### config.mk
export PLATFORM = sky130hd
export DESIGN_NAME = ceh_handler
export DESIGN_NICKNAME = d
export VERILOG_FILES = /design/src/hdl/ceh_pkg.sv /design/src/hdl/ceh_err_counter.sv /design/src/hdl/ceh_handler.sv
export SDC_FILE = /design/constraint.sdc
export NUM_CORES = 1
export LEC_CHECK = 0
export ABC_AREA = 0
export BUFFER_PORTS_ARGS = -buffer_cell sky130_fd_sc_hd__buf_2
export CAP_MARGIN = 20
export CORE_AREA = 2 2 224 226
export DETAILED_ROUTE_END_ITERATION = 10
export DIE_AREA = 0 0 226 228
export GPL_TIMING_DRIVEN = 0
export SYNTH_ARGS = -nofsm -noshare
export SYNTH_HDL_FRONTEND = slang
export SYNTH_SLANG_ARGS = --single-unit
### constraint.sdc
create_clock -name clk_i -period 24.3 [get_ports clk_i]
set_input_delay 3.645 -clock clk_i [delete_from_list [all_inputs] [get_ports clk_i]]
set_output_delay 3.645 -clock clk_i [all_outputs]
set_load 0.02 [all_outputs]
### src/hdl/ceh_pkg.sv
/*
  Shared constants and carrier types of the correctable error handler.
  Assumes SECDED code words of 32 data bits and 7 check bits.
*/
package ceh_pkg;

  // Data path widths
  localparam int unsigned DATA_W = 32;
  localparam int unsigned CHK_W = 7;
  localparam int unsigned ADDR_W = 32;
  localparam int unsigned SET_W = 8;

  // Error counters
  localparam int unsigned CNT_W = 16;
  localparam logic [CNT_W-1:0] CNT_RST = 16'h0000;
  localparam logic [CNT_W-1:0] CNT_MAX = 16'hFFFF;
  localparam logic [CNT_W-1:0] THRESH_OFF = 16'h0000;

  // Check bit masks over the data word
  localparam logic [DATA_W-1:0] CHK_MASK_0 = 32'h56AA_AD5B;
  localparam logic [DATA_W-1:0] CHK_MASK_1 = 32'h9B33_366D;
  localparam logic [DATA_W-1:0] CHK_MASK_2 = 32'hE3C3_C78E;
  localparam logic [DATA_W-1:0] CHK_MASK_3 = 32'h03FC_07F0;
  localparam logic [DATA_W-1:0] CHK_MASK_4 = 32'h03FF_F800;
  localparam logic [DATA_W-1:0] CHK_MASK_5 = 32'hFC00_0000;
  localparam int unsigned CHK_ALL = 6;

  // Recovery sequence of the fetch side
  typedef enum logic [2:0] {
    FS_IDLE,
    FS_IC_FLUSH,
    FS_IC_REFILL,
    FS_ILM_FLUSH,
    FS_ILM_WB,
    FS_ILM_REFETCH
  } ceh_fetch_state_t;

  // Corrected word awaiting write-back
  typedef struct packed {
    logic valid;
    logic [ADDR_W-1:0] addr;
    logic [DATA_W-1:0] data;
    logic [CHK_W-1:0] chk;
  } ceh_wb_t;

  // Error report from a read port
  typedef struct packed {
    logic err;
    logic [ADDR_W-1:0] addr;
    logic [DATA_W-1:0] data;
  } ceh_err_t;

  // Fresh check bits for a corrected word
  function automatic logic [CHK_W-1:0] ceh_ecc_gen(input logic [DATA_W-1:0] d);
    logic [CHK_W-1:0] c;
    c[0] = ^(d & CHK_MASK_0);
    c[1] = ^(d & CHK_MASK_1);
    c[2] = ^(d & CHK_MASK_2);
    c[3] = ^(d & CHK_MASK_3);
    c[4] = ^(d & CHK_MASK_4);
    c[5] = ^(d & CHK_MASK_5);
    c[CHK_ALL] = (^d) ^ (^c[5:0]);
    return c;
  endfunction

endpackage

### src/hdl/ceh_err_counter.sv
/*
  Saturating correctable error counter with threshold flag.
  Assumes increments and clear come from logic on clk_i.
*/
`timescale 1ns/1ps
`default_nettype none

module ceh_err_counter (
  // Clock and reset
  input wire logic clk_i,
  input wire logic rst_i,
  // Events and configuration
  input wire logic [1:0] inc_i,
  input wire logic clr_i,
  input wire logic [ceh_pkg::CNT_W-1:0] thresh_i,
  // Status
  output logic reached_o,
  output logic [ceh_pkg::CNT_W-1:0] count_o
);

  typedef struct packed {
    logic [ceh_pkg::CNT_W-1:0] cnt;
  } ceh_cnt_state_t;

  ceh_cnt_state_t s_q;
  ceh_cnt_state_t s_d;

  // Next count: saturate, clear restarts from the same-cycle increment
  always_comb begin
    logic [ceh_pkg::CNT_W:0] sum;
    sum = {1'b0, s_q.cnt} + {{(ceh_pkg::CNT_W-1){1'b0}}, inc_i};
    s_d = s_q;
    if (clr_i) begin
      s_d.cnt = {{(ceh_pkg::CNT_W-2){1'b0}}, inc_i};
    end else if (sum[ceh_pkg::CNT_W]) begin
      s_d.cnt = ceh_pkg::CNT_MAX;
    end else begin
      s_d.cnt = sum[ceh_pkg::CNT_W-1:0];
    end
  end

  // State register
  always_ff @(posedge clk_i or posedge rst_i) begin
    if (rst_i) begin
      s_q.cnt <= ceh_pkg::CNT_RST;
    end else begin
      s_q <= s_d;
    end
  end

  // Threshold compare, zero threshold disables
  assign reached_o = (thresh_i != ceh_pkg::THRESH_OFF) && (s_q.cnt >= thresh_i);
  assign count_o = s_q.cnt;

endmodule // ceh_err_counter

`default_nettype wire

### src/hdl/ceh_handler.sv
/*
  Correctable error handler of the core: counts errors of the
  instruction cache and both local memories, raises the local
  correctable interrupt, orders refetch flushes and writes corrected
  words back. Assumes all inputs come from logic on clk_i, ECC
  decoders outside deliver corrected data alongside each error flag,
  and memory ports accept write-backs with a valid/ready handshake.
*/
`timescale 1ns/1ps
`default_nettype none

// Summary of operation
// - Count every instruction cache correctable fetch error
// - Cache counter at threshold raises local interrupt
// - Count fetches whether or not they execute
// - Cache error: invalidate set, refetch flush, pipeline flush
// - Then refill the cache line from bus
// - Single and double cache errors recover alike
// - Count instr memory errors, interrupt at threshold
// - Instr fetch error: flush, write back, refetch
// - Instr fetch errors flushed, never corrected in-line
// - Count data memory errors, interrupt at threshold
// - Data memory errors corrected and written back
// - Data memory handling only for non-speculative accesses
// - DMA instr memory reads corrected, written back
// - DMA data memory reads counted, corrected, written back
// - Counters record no addresses
// - DMA writes never checked nor reported
module ceh_handler (
  // Clock and reset
  input wire logic clk_i,
  input wire logic rst_i,
  // Instruction cache fetch errors
  input wire logic ic_err_i,
  input wire logic ic_double_i,
  input wire logic [ceh_pkg::SET_W-1:0] ic_set_i,
  // Instruction memory fetch errors
  input wire ceh_pkg::ceh_err_t ilm_fetch_i,
  // Data memory load/store errors
  input wire ceh_pkg::ceh_err_t dlm_ls_i,
  input wire logic dlm_nonspec_i,
  // DMA reads and writes
  input wire ceh_pkg::ceh_err_t dma_ilm_rd_i,
  input wire ceh_pkg::ceh_err_t dma_dlm_rd_i,
  input wire logic dma_ilm_wr_i,
  input wire logic dma_dlm_wr_i,
  // Counter configuration and clears
  input wire logic [ceh_pkg::CNT_W-1:0] ic_thresh_i,
  input wire logic [ceh_pkg::CNT_W-1:0] ilm_thresh_i,
  input wire logic [ceh_pkg::CNT_W-1:0] dlm_thresh_i,
  input wire logic ic_cnt_clr_i,
  input wire logic ilm_cnt_clr_i,
  input wire logic dlm_cnt_clr_i,
  // Cache invalidate and refill
  output logic ic_inv_o,
  output logic [ceh_pkg::SET_W-1:0] ic_inv_set_o,
  output logic ic_refill_req_o,
  input wire logic ic_refill_ack_i,
  // Pipeline control
  output logic refetch_pc_flush_o,
  output logic pipe_flush_o,
  output logic ilm_refetch_o,
  output logic [ceh_pkg::ADDR_W-1:0] ilm_refetch_addr_o,
  // Write-back ports
  output ceh_pkg::ceh_wb_t ilm_wb_o,
  input wire logic ilm_wb_ready_i,
  output ceh_pkg::ceh_wb_t dlm_wb_o,
  input wire logic dlm_wb_ready_i,
  // Back-pressure to error sources
  output logic dma_ilm_hold_o,
  output logic dma_dlm_hold_o,
  output logic dlm_ls_hold_o,
  // Counts and interrupt
  output logic [ceh_pkg::CNT_W-1:0] ic_count_o,
  output logic [ceh_pkg::CNT_W-1:0] ilm_count_o,
  output logic [ceh_pkg::CNT_W-1:0] dlm_count_o,
  output logic corr_irq_o
);

  typedef struct packed {
    ceh_pkg::ceh_fetch_state_t fs;
    logic [ceh_pkg::SET_W-1:0] ic_set;
    logic [ceh_pkg::ADDR_W-1:0] f_addr;
    logic [ceh_pkg::DATA_W-1:0] f_data;
    ceh_pkg::ceh_wb_t ilm_wb;
    ceh_pkg::ceh_wb_t dlm_wb;
    logic inv;
    logic refetch_pc_flush;
    logic pflush;
    logic refill;
    logic refetch;
    logic irq;
  } ceh_state_t;

  ceh_state_t s_q;
  ceh_state_t s_d;

  logic ic_hit;
  logic ilm_f_hit;
  logic dma_i_hit;
  logic dma_i_take;
  logic dlm_ls_hit;
  logic dlm_ls_take;
  logic dma_d_hit;
  logic dma_d_take;
  logic [1:0] ic_inc;
  logic [1:0] ilm_inc;
  logic [1:0] dlm_inc;
  logic ic_reached;
  logic ilm_reached;
  logic dlm_reached;

  // Error qualification
  assign ic_hit = ic_err_i;
  assign ilm_f_hit = ilm_fetch_i.err;
  assign dma_i_hit = dma_ilm_rd_i.err && !dma_ilm_wr_i;
  assign dma_d_hit = dma_dlm_rd_i.err && !dma_dlm_wr_i;
  assign dlm_ls_hit = dlm_ls_i.err && dlm_nonspec_i;

  // Write-back slot arbitration, load/store before DMA
  assign dlm_ls_take = dlm_ls_hit && !s_q.dlm_wb.valid;
  assign dma_d_take = dma_d_hit && !s_q.dlm_wb.valid && !dlm_ls_hit;
  assign dma_i_take = dma_i_hit && !s_q.ilm_wb.valid;

  // Back-pressure while a slot is occupied, and on DMA data reads while a load/store takes the slot
  assign dlm_ls_hold_o = dlm_ls_hit && s_q.dlm_wb.valid;
  assign dma_dlm_hold_o = dma_d_hit && !dma_d_take;
  assign dma_ilm_hold_o = dma_i_hit && !dma_i_take;

  // Counter increments, accepted events only
  assign ic_inc = {1'b0, ic_hit};
  assign ilm_inc = 2'(ilm_f_hit) + 2'(dma_i_take);
  assign dlm_inc = 2'(dlm_ls_take) + 2'(dma_d_take);

  // Instruction cache counter
  ceh_err_counter u_ic_cnt (
    .clk_i(clk_i),
    .rst_i(rst_i),
    .inc_i(ic_inc),
    .clr_i(ic_cnt_clr_i),
    .thresh_i(ic_thresh_i),
    .reached_o(ic_reached),
    .count_o(ic_count_o)
  );

  // Instruction memory counter
  ceh_err_counter u_ilm_cnt (
    .clk_i(clk_i),
    .rst_i(rst_i),
    .inc_i(ilm_inc),
    .clr_i(ilm_cnt_clr_i),
    .thresh_i(ilm_thresh_i),
    .reached_o(ilm_reached),
    .count_o(ilm_count_o)
  );

  // Data memory counter
  ceh_err_counter u_dlm_cnt (
    .clk_i(clk_i),
    .rst_i(rst_i),
    .inc_i(dlm_inc),
    .clr_i(dlm_cnt_clr_i),
    .thresh_i(dlm_thresh_i),
    .reached_o(dlm_reached),
    .count_o(dlm_count_o)
  );

  // Next state
  always_comb begin
    s_d = s_q;
    s_d.inv = 1'b0;
    s_d.refetch_pc_flush = 1'b0;
    s_d.pflush = 1'b0;
    s_d.refetch = 1'b0;

    // Local interrupt from any counter at threshold
    s_d.irq = ic_reached || ilm_reached || dlm_reached;

    // Retire written-back words
    if (s_q.ilm_wb.valid && ilm_wb_ready_i) begin
      s_d.ilm_wb.valid = 1'b0;
    end
    if (s_q.dlm_wb.valid && dlm_wb_ready_i) begin
      s_d.dlm_wb.valid = 1'b0;
    end

    // DMA read of instruction memory, corrected word written back
    if (dma_i_take) begin
      s_d.ilm_wb.valid = 1'b1;
      s_d.ilm_wb.addr = dma_ilm_rd_i.addr;
      s_d.ilm_wb.data = dma_ilm_rd_i.data;
      s_d.ilm_wb.chk = ceh_pkg::ceh_ecc_gen(dma_ilm_rd_i.data);
    end

    // Data memory: in-line corrected word written back
    if (dlm_ls_take) begin
      s_d.dlm_wb.valid = 1'b1;
      s_d.dlm_wb.addr = dlm_ls_i.addr;
      s_d.dlm_wb.data = dlm_ls_i.data;
      s_d.dlm_wb.chk = ceh_pkg::ceh_ecc_gen(dlm_ls_i.data);
    end else if (dma_d_take) begin
      s_d.dlm_wb.valid = 1'b1;
      s_d.dlm_wb.addr = dma_dlm_rd_i.addr;
      s_d.dlm_wb.data = dma_dlm_rd_i.data;
      s_d.dlm_wb.chk = ceh_pkg::ceh_ecc_gen(dma_dlm_rd_i.data);
    end

    // Fetch side recovery sequence
    unique case (s_q.fs)
      ceh_pkg::FS_IDLE: begin
        if (ilm_f_hit) begin
          s_d.f_addr = ilm_fetch_i.addr;
          s_d.f_data = ilm_fetch_i.data;
          s_d.fs = ceh_pkg::FS_ILM_FLUSH;
        end else if (ic_hit) begin
          s_d.ic_set = ic_set_i;
          s_d.fs = ceh_pkg::FS_IC_FLUSH;
        end
      end
      ceh_pkg::FS_IC_FLUSH: begin
        s_d.inv = 1'b1;
        s_d.refetch_pc_flush = 1'b1;
        s_d.pflush = 1'b1;
        s_d.refill = 1'b1;
        s_d.fs = ceh_pkg::FS_IC_REFILL;
      end
      ceh_pkg::FS_IC_REFILL: begin
        if (ic_refill_ack_i) begin
          s_d.refill = 1'b0;
          s_d.fs = ceh_pkg::FS_IDLE;
        end
      end
      ceh_pkg::FS_ILM_FLUSH: begin
        s_d.refetch_pc_flush = 1'b1;
        s_d.pflush = 1'b1;
        s_d.fs = ceh_pkg::FS_ILM_WB;
      end
      ceh_pkg::FS_ILM_WB: begin
        // Wait for a free slot; DMA already in it goes first
        if (!s_q.ilm_wb.valid && !dma_i_take) begin
          s_d.ilm_wb.valid = 1'b1;
          s_d.ilm_wb.addr = s_q.f_addr;
          s_d.ilm_wb.data = s_q.f_data;
          s_d.ilm_wb.chk = ceh_pkg::ceh_ecc_gen(s_q.f_data);
          s_d.fs = ceh_pkg::FS_ILM_REFETCH;
        end
      end
      ceh_pkg::FS_ILM_REFETCH: begin
        // Refetch only once the corrected word is stored
        if (!s_q.ilm_wb.valid) begin
          s_d.refetch = 1'b1;
          s_d.fs = ceh_pkg::FS_IDLE;
        end
      end
      default: begin
        s_d.fs = ceh_pkg::FS_IDLE;
      end
    endcase
  end

  // State register
  always_ff @(posedge clk_i or posedge rst_i) begin
    if (rst_i) begin
      s_q <= '0;
    end else begin
      s_q <= s_d;
    end
  end

  // Outputs from the state register
  assign ic_inv_o = s_q.inv;
  assign ic_inv_set_o = s_q.ic_set;
  assign ic_refill_req_o = s_q.refill;
  assign refetch_pc_flush_o = s_q.refetch_pc_flush;
  assign pipe_flush_o = s_q.pflush;
  assign ilm_refetch_o = s_q.refetch;
  assign ilm_refetch_addr_o = s_q.f_addr;
  assign ilm_wb_o = s_q.ilm_wb;
  assign dlm_wb_o = s_q.dlm_wb;
  assign corr_irq_o = s_q.irq;

endmodule // ceh_handler

`default_nettype wire

# After elaboration in Yosys (flattened, before gate mapping)
# Index checks and enable logic that the tools add are counted.
[totals]
register_bits = 273
latch_bits = 0
mem_bits_rw = 0
rom_bits = 0
output_inout_bits = 241
word_cells = 137
mem_count = 0
[op_classes]
addsub = 5
multipliers = 0
div_mod_pow = 0
n_lt_le_gt_ge = 3
n_eq_ne = 9
shifts = 0
muxes = 25
n_bitwise = 5
reduce_logical = 69
[op_table]
columns = ["operator", "n"]
rows = [
  ["$reduce_xor A32 Y1", 28],
  ["$mux W72", 5],
  ["$mux W16", 6],
  ["$ge A16 B16 Y1", 3],
  ["$reduce_bool A16 Y1", 3],
  ["$add A16 B2 Y17", 2],
  ["$reduce_xor A6 Y1", 4],
  ["$pmux W3 S6", 1],
  ["$add A16 B1 Y17", 1],
  ["$logic_and A1 B1 Y1", 16],
  ["$mux W3", 4],
  ["$mux W11", 1],
  ["$logic_not A1 Y1", 7],
  ["$eq A3 B2 Y1 const B", 2],
  ["$eq A3 B3 Y1 const B", 2],
  ["$mux W1", 6],
  ["$ne A2 B2 Y1 const B", 3],
  ["$add A1 B1 Y2", 2],
  ["$reduce_and A2 Y1", 2],
  ["$reduce_and A4 Y1", 1],
  ["$reduce_bool A2 Y1", 2],
  ["$xor A1 B1 Y1", 4],
  ["$eq A3 B1 Y1 const B", 1],
  ["$logic_not A3 Y1", 1],
  ["other kinds (8)", 9],
]

# Logic depth before layout (Yosys ltp)
# Gate-level depths: netlist of run 1.
[logic_depth]
word_depth = 8
mapped_depth = 14
mapped_depth_nobuf = 12

# Modules after synthesis
# Synthesis of run 1 repeated with hierarchy kept, for this count alone.
[hier_totals]
cells_unflattened = 1768
area_unflattened_um2 = 17005.1
[by_module_without_submodules]
columns = ["module", "instances", "cells_each", "area_each_um2", "seq_area_each_um2"]
rows = [
  ["ceh_handler", 1, 1315, 13093.8, 5605.4],
  ["ceh_err_counter", 3, 151, 1303.8, 400.4],
]

# Worst setup path after synthesis of run 1
# No wires, ideal clock.
[synth_timing]
path_type = "input port to output port"
startpoint = "in dma_dlm_wr_i"
endpoint = "out dma_dlm_hold_o"
arrival_time_ns = 4.922
t_required_ns = 20.655
slack_ns = 15.733
stages = 5
n_path_buf = 2
cell_sequence = "nand2b_1 -> nor3b_1 -> clkbuf_1 -> clkbuf_1 -> nor2_1"
[synth_via]
elab_chain_len = 6
[synth_lines]
columns = ["element", "line", "source"]
rows = [
  ["start, declared", "ceh_handler.sv:46", "input wire logic dma_dlm_wr_i,"],
  ["$logic_not A1 Y1 (*)", "ceh_handler.sv:117", "assign dma_d_hit = dma_dlm_rd_i.err && !dma_dlm_wr_i;"],
  ["$logic_and A1 B1 Y1 (*)", "ceh_handler.sv:117", ""],
  ["$logic_and A1 B1 Y1 (2 in series)", "ceh_handler.sv:122", "assign dma_d_take = dma_d_hit && !s_q.dlm_wb.valid && !dlm_ls_hit;"],
  ["$logic_not A1 Y1", "ceh_handler.sv:127", "assign dma_dlm_hold_o = dma_d_hit && !dma_d_take;"],
  ["$logic_and A1 B1 Y1 (*)", "ceh_handler.sv:127", ""],
  ["end, declared", "ceh_handler.sv:71", "output logic dma_dlm_hold_o,"],
]
# Every way passes the cells marked *; elsewhere a longest branch is shown, timed or not.

# Final worst setup path of run 1
# Same ends and word-level chain as after synthesis.

==> results.cfg, run 1 <==
[global_route]
grt_antenna_before_repair = 8
grt_most_used_layer = met2
grt_max_degree = 115
globalRouteOverflowTotal = 0
grtUsageMet3_pct = 4.21
first_global_vias = 14300
grtUsageTotal_pct = 19.8
met2_demand_to_capacity_share_in_global_routing_pct = 34.5
grt_use_met1_pct = 23.3
grt_pass1_wl_um = 79700

[worst_setup_path]
crit-reg2reg-capture = u_ilm_cnt.count_o[3]
worst-r2r-setup-slack_ns = 19.99
timing.critical_path.from_type = input pin
worstRegToRegCells = 12
worst_path_arrival_time_ns = 5.96
critPathKind = in -> out
worst_path_fanout_max = 10
worst-endpoint-required_ns = 20.65
endpoint_kind = primary output
worstReg2RegStart = ilm_wb_o[71]

[timing]
fin_worst_hold_slack_ns = 0.475
setup_tns_ns = 0
grt_setup_unrepaired = false
relSlewSlack_pct = 25.6
drv_slew = 0
hold_viol_final = 0
fin_worst_skew_ns = 0.0166
final.period_utilization_pct = 39.5
fmax_mhz = 104
tightestPinTransition_ns = 1.09
period_needed_ns = 9.60
report.final.setup_viol = 0

[route]
detailedRoute.firstPassIterationCount = 5
routed_wl_um = 52900
num_vias = 14000
detail-route-antenna-nets = 0
vias_per_cell = 4.69
drcViolationCount = 0
drt_iter0_drc = 683
routed_wire_length_per_instance_um = 17.7

[power]
power.ir.vdd_worst_uv = 129
power.leakage_nw = 10.6
power_density_mw_per_mm2 = 126

[clock_network]
cts-resized-gates = 0
h-tree-depth = 1
cts-buffers-inserted = 31
cts_sinks = 272
clkSlewWorstSetupHoldPaths_ns = 0.06
clock-root-buffer = sky130_fd_sc_hd__clkbuf_16
clkLatencyLatePin_ns = 0.59
ctsLongestPathBuffers = 3
post-cts-setup-buffer-count = 0
ctsHoldBuffers = 0
cts_tree = built

[floorplan]
ioPinCount = 570
core-area_mm2 = 0.0493
die_y_um = 228
initial_utilization_pct = 33.8
rows = 82
floorplan.die.width_um = 226
design.die.area_mm2 = 0.0515

[yosys]
syn-mean-instance-area_um2 = 9.88
ys_types = 50
ys_seq_elements = 272
synth_top_flop_cell = sky130_fd_sc_hd__dfrtp_1
synth_edf_count = 0
synth-warning-count = 0
post_synth_instance_area_mm2 = 0.0167
gate_count_of_the_mapped_netlist = 1687
async_reset_ff_share_pct = 100
share_of_synthesized_area_occupied_by_flip_flops_and_latches_pct = 40.9

[final_layout]
design.final.nets = 2676
drive_above_1_share_pct = 38.4
signed_area_change_from_the_synthesized_netlist_to_the_final_layout_pct = 28.5

[worst_hold_path]
timing.hold.worst.class = reg -> reg
min_delay_worst_endpoint = dlm_wb_o[50]
worstHoldPathCells = 2
hold_path.startpoint = dlm_wb_o[50]

[run]
maxCapViolations = 0

[run_status]
run_status = finished, final reports clean

[placed_design]
gpl.final_weighted_congestion = 0.929
hpwl_um = 42500
io_buffers = 566
## cells by family after synthesis
logic type	Yosys count	synth area share [%]
other	1	0.0225
AO/OA/AOI/OAI	256	9.45
multiplexers	138	8.83
flip-flops	272	40.9
XOR/XNOR	292	15.8
adder cells (fa/ha/maj)	57	4.37
buffers and inverters	310	11.2
AND/OR/NAND/NOR	361	9.49
## cells in the mapped netlist (3+ instances only)
master	number	area share, %
sky130_fd_sc_hd__o21ai_0	80	2.4
sky130_fd_sc_hd__clkbuf_1	59	1.3
sky130_fd_sc_hd__buf_1	4	0.090
sky130_fd_sc_hd__nor3_1	9	0.27
sky130_fd_sc_hd__nand2b_1	7	0.26
sky130_fd_sc_hd__and3_1	13	0.49
sky130_fd_sc_hd__and4b_1	3	0.18
sky130_fd_sc_hd__nor4_1	13	0.49
sky130_fd_sc_hd__xnor2_1	229	12
sky130_fd_sc_hd__mux2_2	72	4.9
sky130_fd_sc_hd__buf_4	185	8.3
sky130_fd_sc_hd__mux2i_1	66	4.0
sky130_fd_sc_hd__xor2_1	56	2.9
sky130_fd_sc_hd__xnor2_2	5	0.49
sky130_fd_sc_hd__a21oi_1	58	1.7
sky130_fd_sc_hd__o21ai_1	6	0.18
sky130_fd_sc_hd__nand2_1	227	5.1
sky130_fd_sc_hd__a21o_1	21	0.95
sky130_fd_sc_hd__nand4_1	11	0.41
sky130_fd_sc_hd__nor2b_1	10	0.38
sky130_fd_sc_hd__nand3_1	20	0.60
sky130_fd_sc_hd__a211oi_1	5	0.23
sky130_fd_sc_hd__a22oi_1	72	3.2
sky130_fd_sc_hd__dfrtp_1	272	41
sky130_fd_sc_hd__inv_1	60	1.4
sky130_fd_sc_hd__nor2_1	38	0.86
sky130_fd_sc_hd__ha_1	55	4.1
## sequential cells by signal, summed over array words and instances, names as in the netlist
signal / count
ic_inv_set_o: 8
dlm_wb_o: 72
ilm_refetch_addr_o: 32
ic_inv_o: 1
corr_irq_o: 1
u_ilm_cnt.count_o: 16
u_dlm_cnt.count_o: 16
s_q: 35
ic_refill_req_o: 1
ilm_wb_o: 72
u_ic_cnt.count_o: 16
pipe_flush_o: 1
ilm_refetch_o: 1
## metrics by stage
step	area [µm²]	total power [W]	util, %	worst slack, ns	cells
final	21400	0.00271	43.4	14.70	2991
after global routing	21400	0.00288	43.4	14.54	2989
after CTS	21400	0.00272	43.4	14.65	2985
after detailed placement	20400	0.00225	41.4	14.66	2929
after global placement	20300	0.00223	41.2	9.53	2926
after floorplan	16700	0.00185	-	13.16	1688
## where the power goes
| group | internal, W | total (W) | switching [W] |
|---|---|---|---|
| logic | 0.000731 | 0.00149 | 0.000762 |
| clock network | 0.000254 | 0.000459 | 0.000204 |
| registers | 0.000620 | 0.000755 | 0.000135 |
## layer usage
layer | vias to the layer above | wire length, µm | part of all wire (%)
li1 | 6702 | - | -
met5 | - | 13 | 0.025
met3 | 100 | 3870 | 7.3
met2 | 516 | 25600 | 48
met1 | 6721 | 21300 | 40
met4 | 2 | 2120 | 4.0
## layout by cell type, fill, tap and decap left out, types with 3 or more instances in the layout
master,instances
sky130_fd_sc_hd__mux2i_1,66
sky130_fd_sc_hd__diode_2,6
sky130_fd_sc_hd__and3_1,13
sky130_fd_sc_hd__nand3_1,20
sky130_fd_sc_hd__nor3_1,9
sky130_fd_sc_hd__nand2_1,227
sky130_fd_sc_hd__buf_1,4
sky130_fd_sc_hd__buf_4,186
sky130_fd_sc_hd__buf_2,567
sky130_fd_sc_hd__xor2_1,56
sky130_fd_sc_hd__o21ai_0,80
sky130_fd_sc_hd__nand2b_1,7
sky130_fd_sc_hd__a22oi_1,72
sky130_fd_sc_hd__nor2b_1,10
sky130_fd_sc_hd__nand4_1,11
sky130_fd_sc_hd__a211oi_1,5
sky130_fd_sc_hd__inv_1,59
sky130_fd_sc_hd__clkbuf_8,6
sky130_fd_sc_hd__mux2_2,72
sky130_fd_sc_hd__xnor2_2,5
sky130_fd_sc_hd__dfrtp_1,272
sky130_fd_sc_hd__o21ai_1,6
sky130_fd_sc_hd__clkinv_2,6
sky130_fd_sc_hd__a21o_1,21
sky130_fd_sc_hd__nor4_1,12
sky130_fd_sc_hd__nor2_1,38
sky130_fd_sc_hd__clkbuf_1,64
sky130_fd_sc_hd__clkinvlp_4,4
sky130_fd_sc_hd__a21oi_1,58
sky130_fd_sc_hd__and4b_1,3
sky130_fd_sc_hd__xnor2_1,229
sky130_fd_sc_hd__ha_1,55
sky130_fd_sc_hd__clkbuf_16,31
## how the worst max path moves through the flow
stage | startpoint | endpoint | slack (ns) | depth (start not counted)
after floorplan | rst_i | corr_irq_o | 13.16 | 1
after global placement | rst_i | ilm_refetch_addr_o[2] | 9.53 | 2
after detailed placement | dma_dlm_wr_i | dma_dlm_hold_o | 14.66 | 7
after CTS | dma_dlm_wr_i | dma_dlm_hold_o | 14.65 | 7
after global routing | dma_dlm_wr_i | dma_dlm_hold_o | 14.54 | 7
final | dma_dlm_wr_i | dma_dlm_hold_o | 14.70 | 7
## area by class of cell
cell class / instances / area, µm²
diodes: 6 / 15.0
plain buffers: 250 / 1640
clock buffers: 42 / 877
clock inverters: 14 / 109
fillers: 4855 / 27900
inverters: 60 / 233
multi-input cells: 1106 / 8000
flip-flops and latches: 272 / 6810
well taps: 672 / 841
repair buffers: 569 / 2900
## worst max-delay path, stage by stage
cell and delay, ns:
sky130_fd_sc_hd__buf_2 0.10, sky130_fd_sc_hd__nand2b_1 0.21, sky130_fd_sc_hd__nor3b_1 0.67, sky130_fd_sc_hd__clkbuf_1 0.60
sky130_fd_sc_hd__clkbuf_1 0.47, sky130_fd_sc_hd__nor2_1 0.07, sky130_fd_sc_hd__buf_2 0.18
Note: power is estimated with default switching activity, not from simulation.
==> run 2, diff against run 1 <==
- CORE_AREA: 2 2 224 226 -> 2 2 222 224
- DIE_AREA: 0 0 226 228 -> 0 0 224 226
- clock period: 24.3 -> 8.45 ns (I/O delays scaled with it)
==> run 2 against run 1 <==
Die area down 1.8%. Critical path depth up 7. Clock skew up 0.0040 ns. Critical endpoint is now u_ilm_cnt.count_o[2]. Largest power group unchanged.
==> results.cfg, run 2 (same netlist as run 1, synthesis figures left out) <==
[final_layout]
utilization_pct = 44.9
signed_area_change_from_the_synthesized_netlist_to_the_final_layout_pct = 30.3
mostFrequentLayoutCells = sky130_fd_sc_hd__buf_2 (567), sky130_fd_sc_hd__dfrtp_1 (272), sky130_fd_sc_hd__xnor2_1 (229)
design.final.nets = 2685
layout.cells.most_common = sky130_fd_sc_hd__buf_2
drive_above_1_share_pct = 38.7
final.fill_count = 4706

[clock_network]
clock-root-buffer = sky130_fd_sc_hd__clkbuf_16
cts-buffers-inserted = 34
clkLatencyLatePin_ns = 0.54
clkSlewWorstSetupHoldPaths_ns = 0.06
post-cts-setup-buffer-count = 0
ctsLongestPathBuffers = 3
ctsHoldBuffers = 0
cts_tree = built
cts-resized-gates = 0
h-tree-depth = 2
cts_sinks = 272

[route]
detailedRoute.firstPassIterationCount = 6
top_layer = met5
drcViolationCount = 0
detailroute.wirelength.met3_um = 3660
dr_wl_met2_um = 25800
routed_wire_length_per_instance_um = 18.1
drt_iter0_drc = 661
num_vias = 14200
routed_wl_um = 53300
wl_met1_um = 21600
vias_per_cell = 4.80
detail-route-antenna-nets = 0

[timing]
fmax_mhz = 196
setup_tns_ns = 0
fin_worst_skew_ns = 0.0206
final.period_utilization_pct = 60.4
grt_setup_unrepaired = false
report.final.setup_viol = 0
relSlewSlack_pct = 42.0
hold_viol_final = 0
setup_slack_ns = 3.35
drv_slew = 0
period_needed_ns = 5.10
tightestPinTransition_ns = 0.870
fin_worst_hold_slack_ns = 0.473

[placed_design]
gpl.final_weighted_congestion = 0.907
io_buffers = 566
pre_cts_slack_ns = 2.74
hpwl_um = 43200

[floorplan]
ioPinCount = 570
rows = 81
initial_utilization_pct = 34.5
floorplan.die.width_um = 224
core-area_mm2 = 0.0483
die_y_um = 226
design.die.area_mm2 = 0.0506

[worst_setup_path]
critPathKind = in -> reg
worstPathCellList = buf_2 -> nor2b_1 -> nor2b_1 -> clkbuf_1 -> buf_2 -> clkbuf_1 -> ha_1 -> ha_1 -> inv_1 -> fa_1 -> or3_1 -> or3_1 -> clkbuf_1 -> a21oi_1
endpoint_kind = flop
worst_path_arrival_time_ns = 5.55
worst_path_fanout_max = 10
timing.critical_path.from_type = input pin
worst-endpoint-required_ns = 8.90
crit_path_top_delay_cell = sky130_fd_sc_hd__clkbuf_1
cpMostUsedCell = sky130_fd_sc_hd__clkbuf_1
cpPeakStageDelay_ns = 0.50

[global_route]
grt_max_degree = 42
grtUsageTotal_pct = 20.5
grt_pass1_wl_um = 80800
grt_antenna_before_repair = 8
globalRouteOverflowTotal = 0
first_global_vias = 14500

[power]
power.ir.vdd_worst_uv = 462
power_density_mw_per_mm2 = 372
power.leakage_nw = 10.7
post-layout-total-power_w = 0.00807

[run_status]
run_status = finished, final reports clean

[worst_hold_path]
timing.hold.worst.class = reg -> reg

[run]
maxCapViolations = 0
run 2: critical path, delay by kind of cell:
kind | cells | cell delay [ns]
simple gates | 4 | 1.50
buf+inv | 6 | 1.68
fa+ha+maj | 3 | 0.90
compound gates | 1 | 0.19
run 2: report_power, final:
part	switching [W]	internal (W)	total (W)
clock	0.000593	0.00100	0.00159
sequential	0.000379	0.00178	0.00216
combinational	0.00221	0.00211	0.00432
run 2: final cells by class:
type | count | area [µm²] | area share (%)
antenna | 5 | 12.5 | 0.0576
buffer | 250 | 1640 | 7.56
clock buffer | 52 | 1070 | 4.93
clock inverter | 10 | 180 | 0.830
inverter | 60 | 229 | 1.05
multi-input combinational | 1106 | 8000 | 36.8
sequential | 272 | 6810 | 31.3
tap | 622 | 778 | 3.58
timing repair buffer | 575 | 3000 | 13.8
run 2: path summary, 6_finish.rpt:
kind                                              to        startpoint  cells past startpoint  slack (ns)
worst min-delay path                    dlm_wb_o[20]      dlm_wb_o[20]                      2        0.47
worst max-delay path            u_ilm_cnt.count_o[2]  dma_ilm_rd_i[64]                     14        3.35
worst min register to register          dlm_wb_o[20]      dlm_wb_o[20]                      2        0.47
worst max register to register  u_ilm_cnt.count_o[2]      ilm_wb_o[71]                     12        4.14
min in group asynchronous       u_dlm_cnt.count_o[5]             rst_i                      2        0.89
max in group asynchronous               ilm_wb_o[23]             rst_i                      6        6.07
run 2: layer usage:
metal | GRT usage (%) | vias up
li1 | - | 6728
met5 | 0 | -
met2 | 35.2 | 558
met1 | 24.3 | 6760
met4 | 9.03 | 6
met3 | 5.15 | 122
run 2: stage by stage:
step	cell area [µm²]	std cells
6_report	21700	2952
5_1_grt	21700	2952
4_1_cts	21700	2946
3_5_place_dp	20400	2884
3_3_place_gp	20300	2876
2_1_floorplan	16700	1688
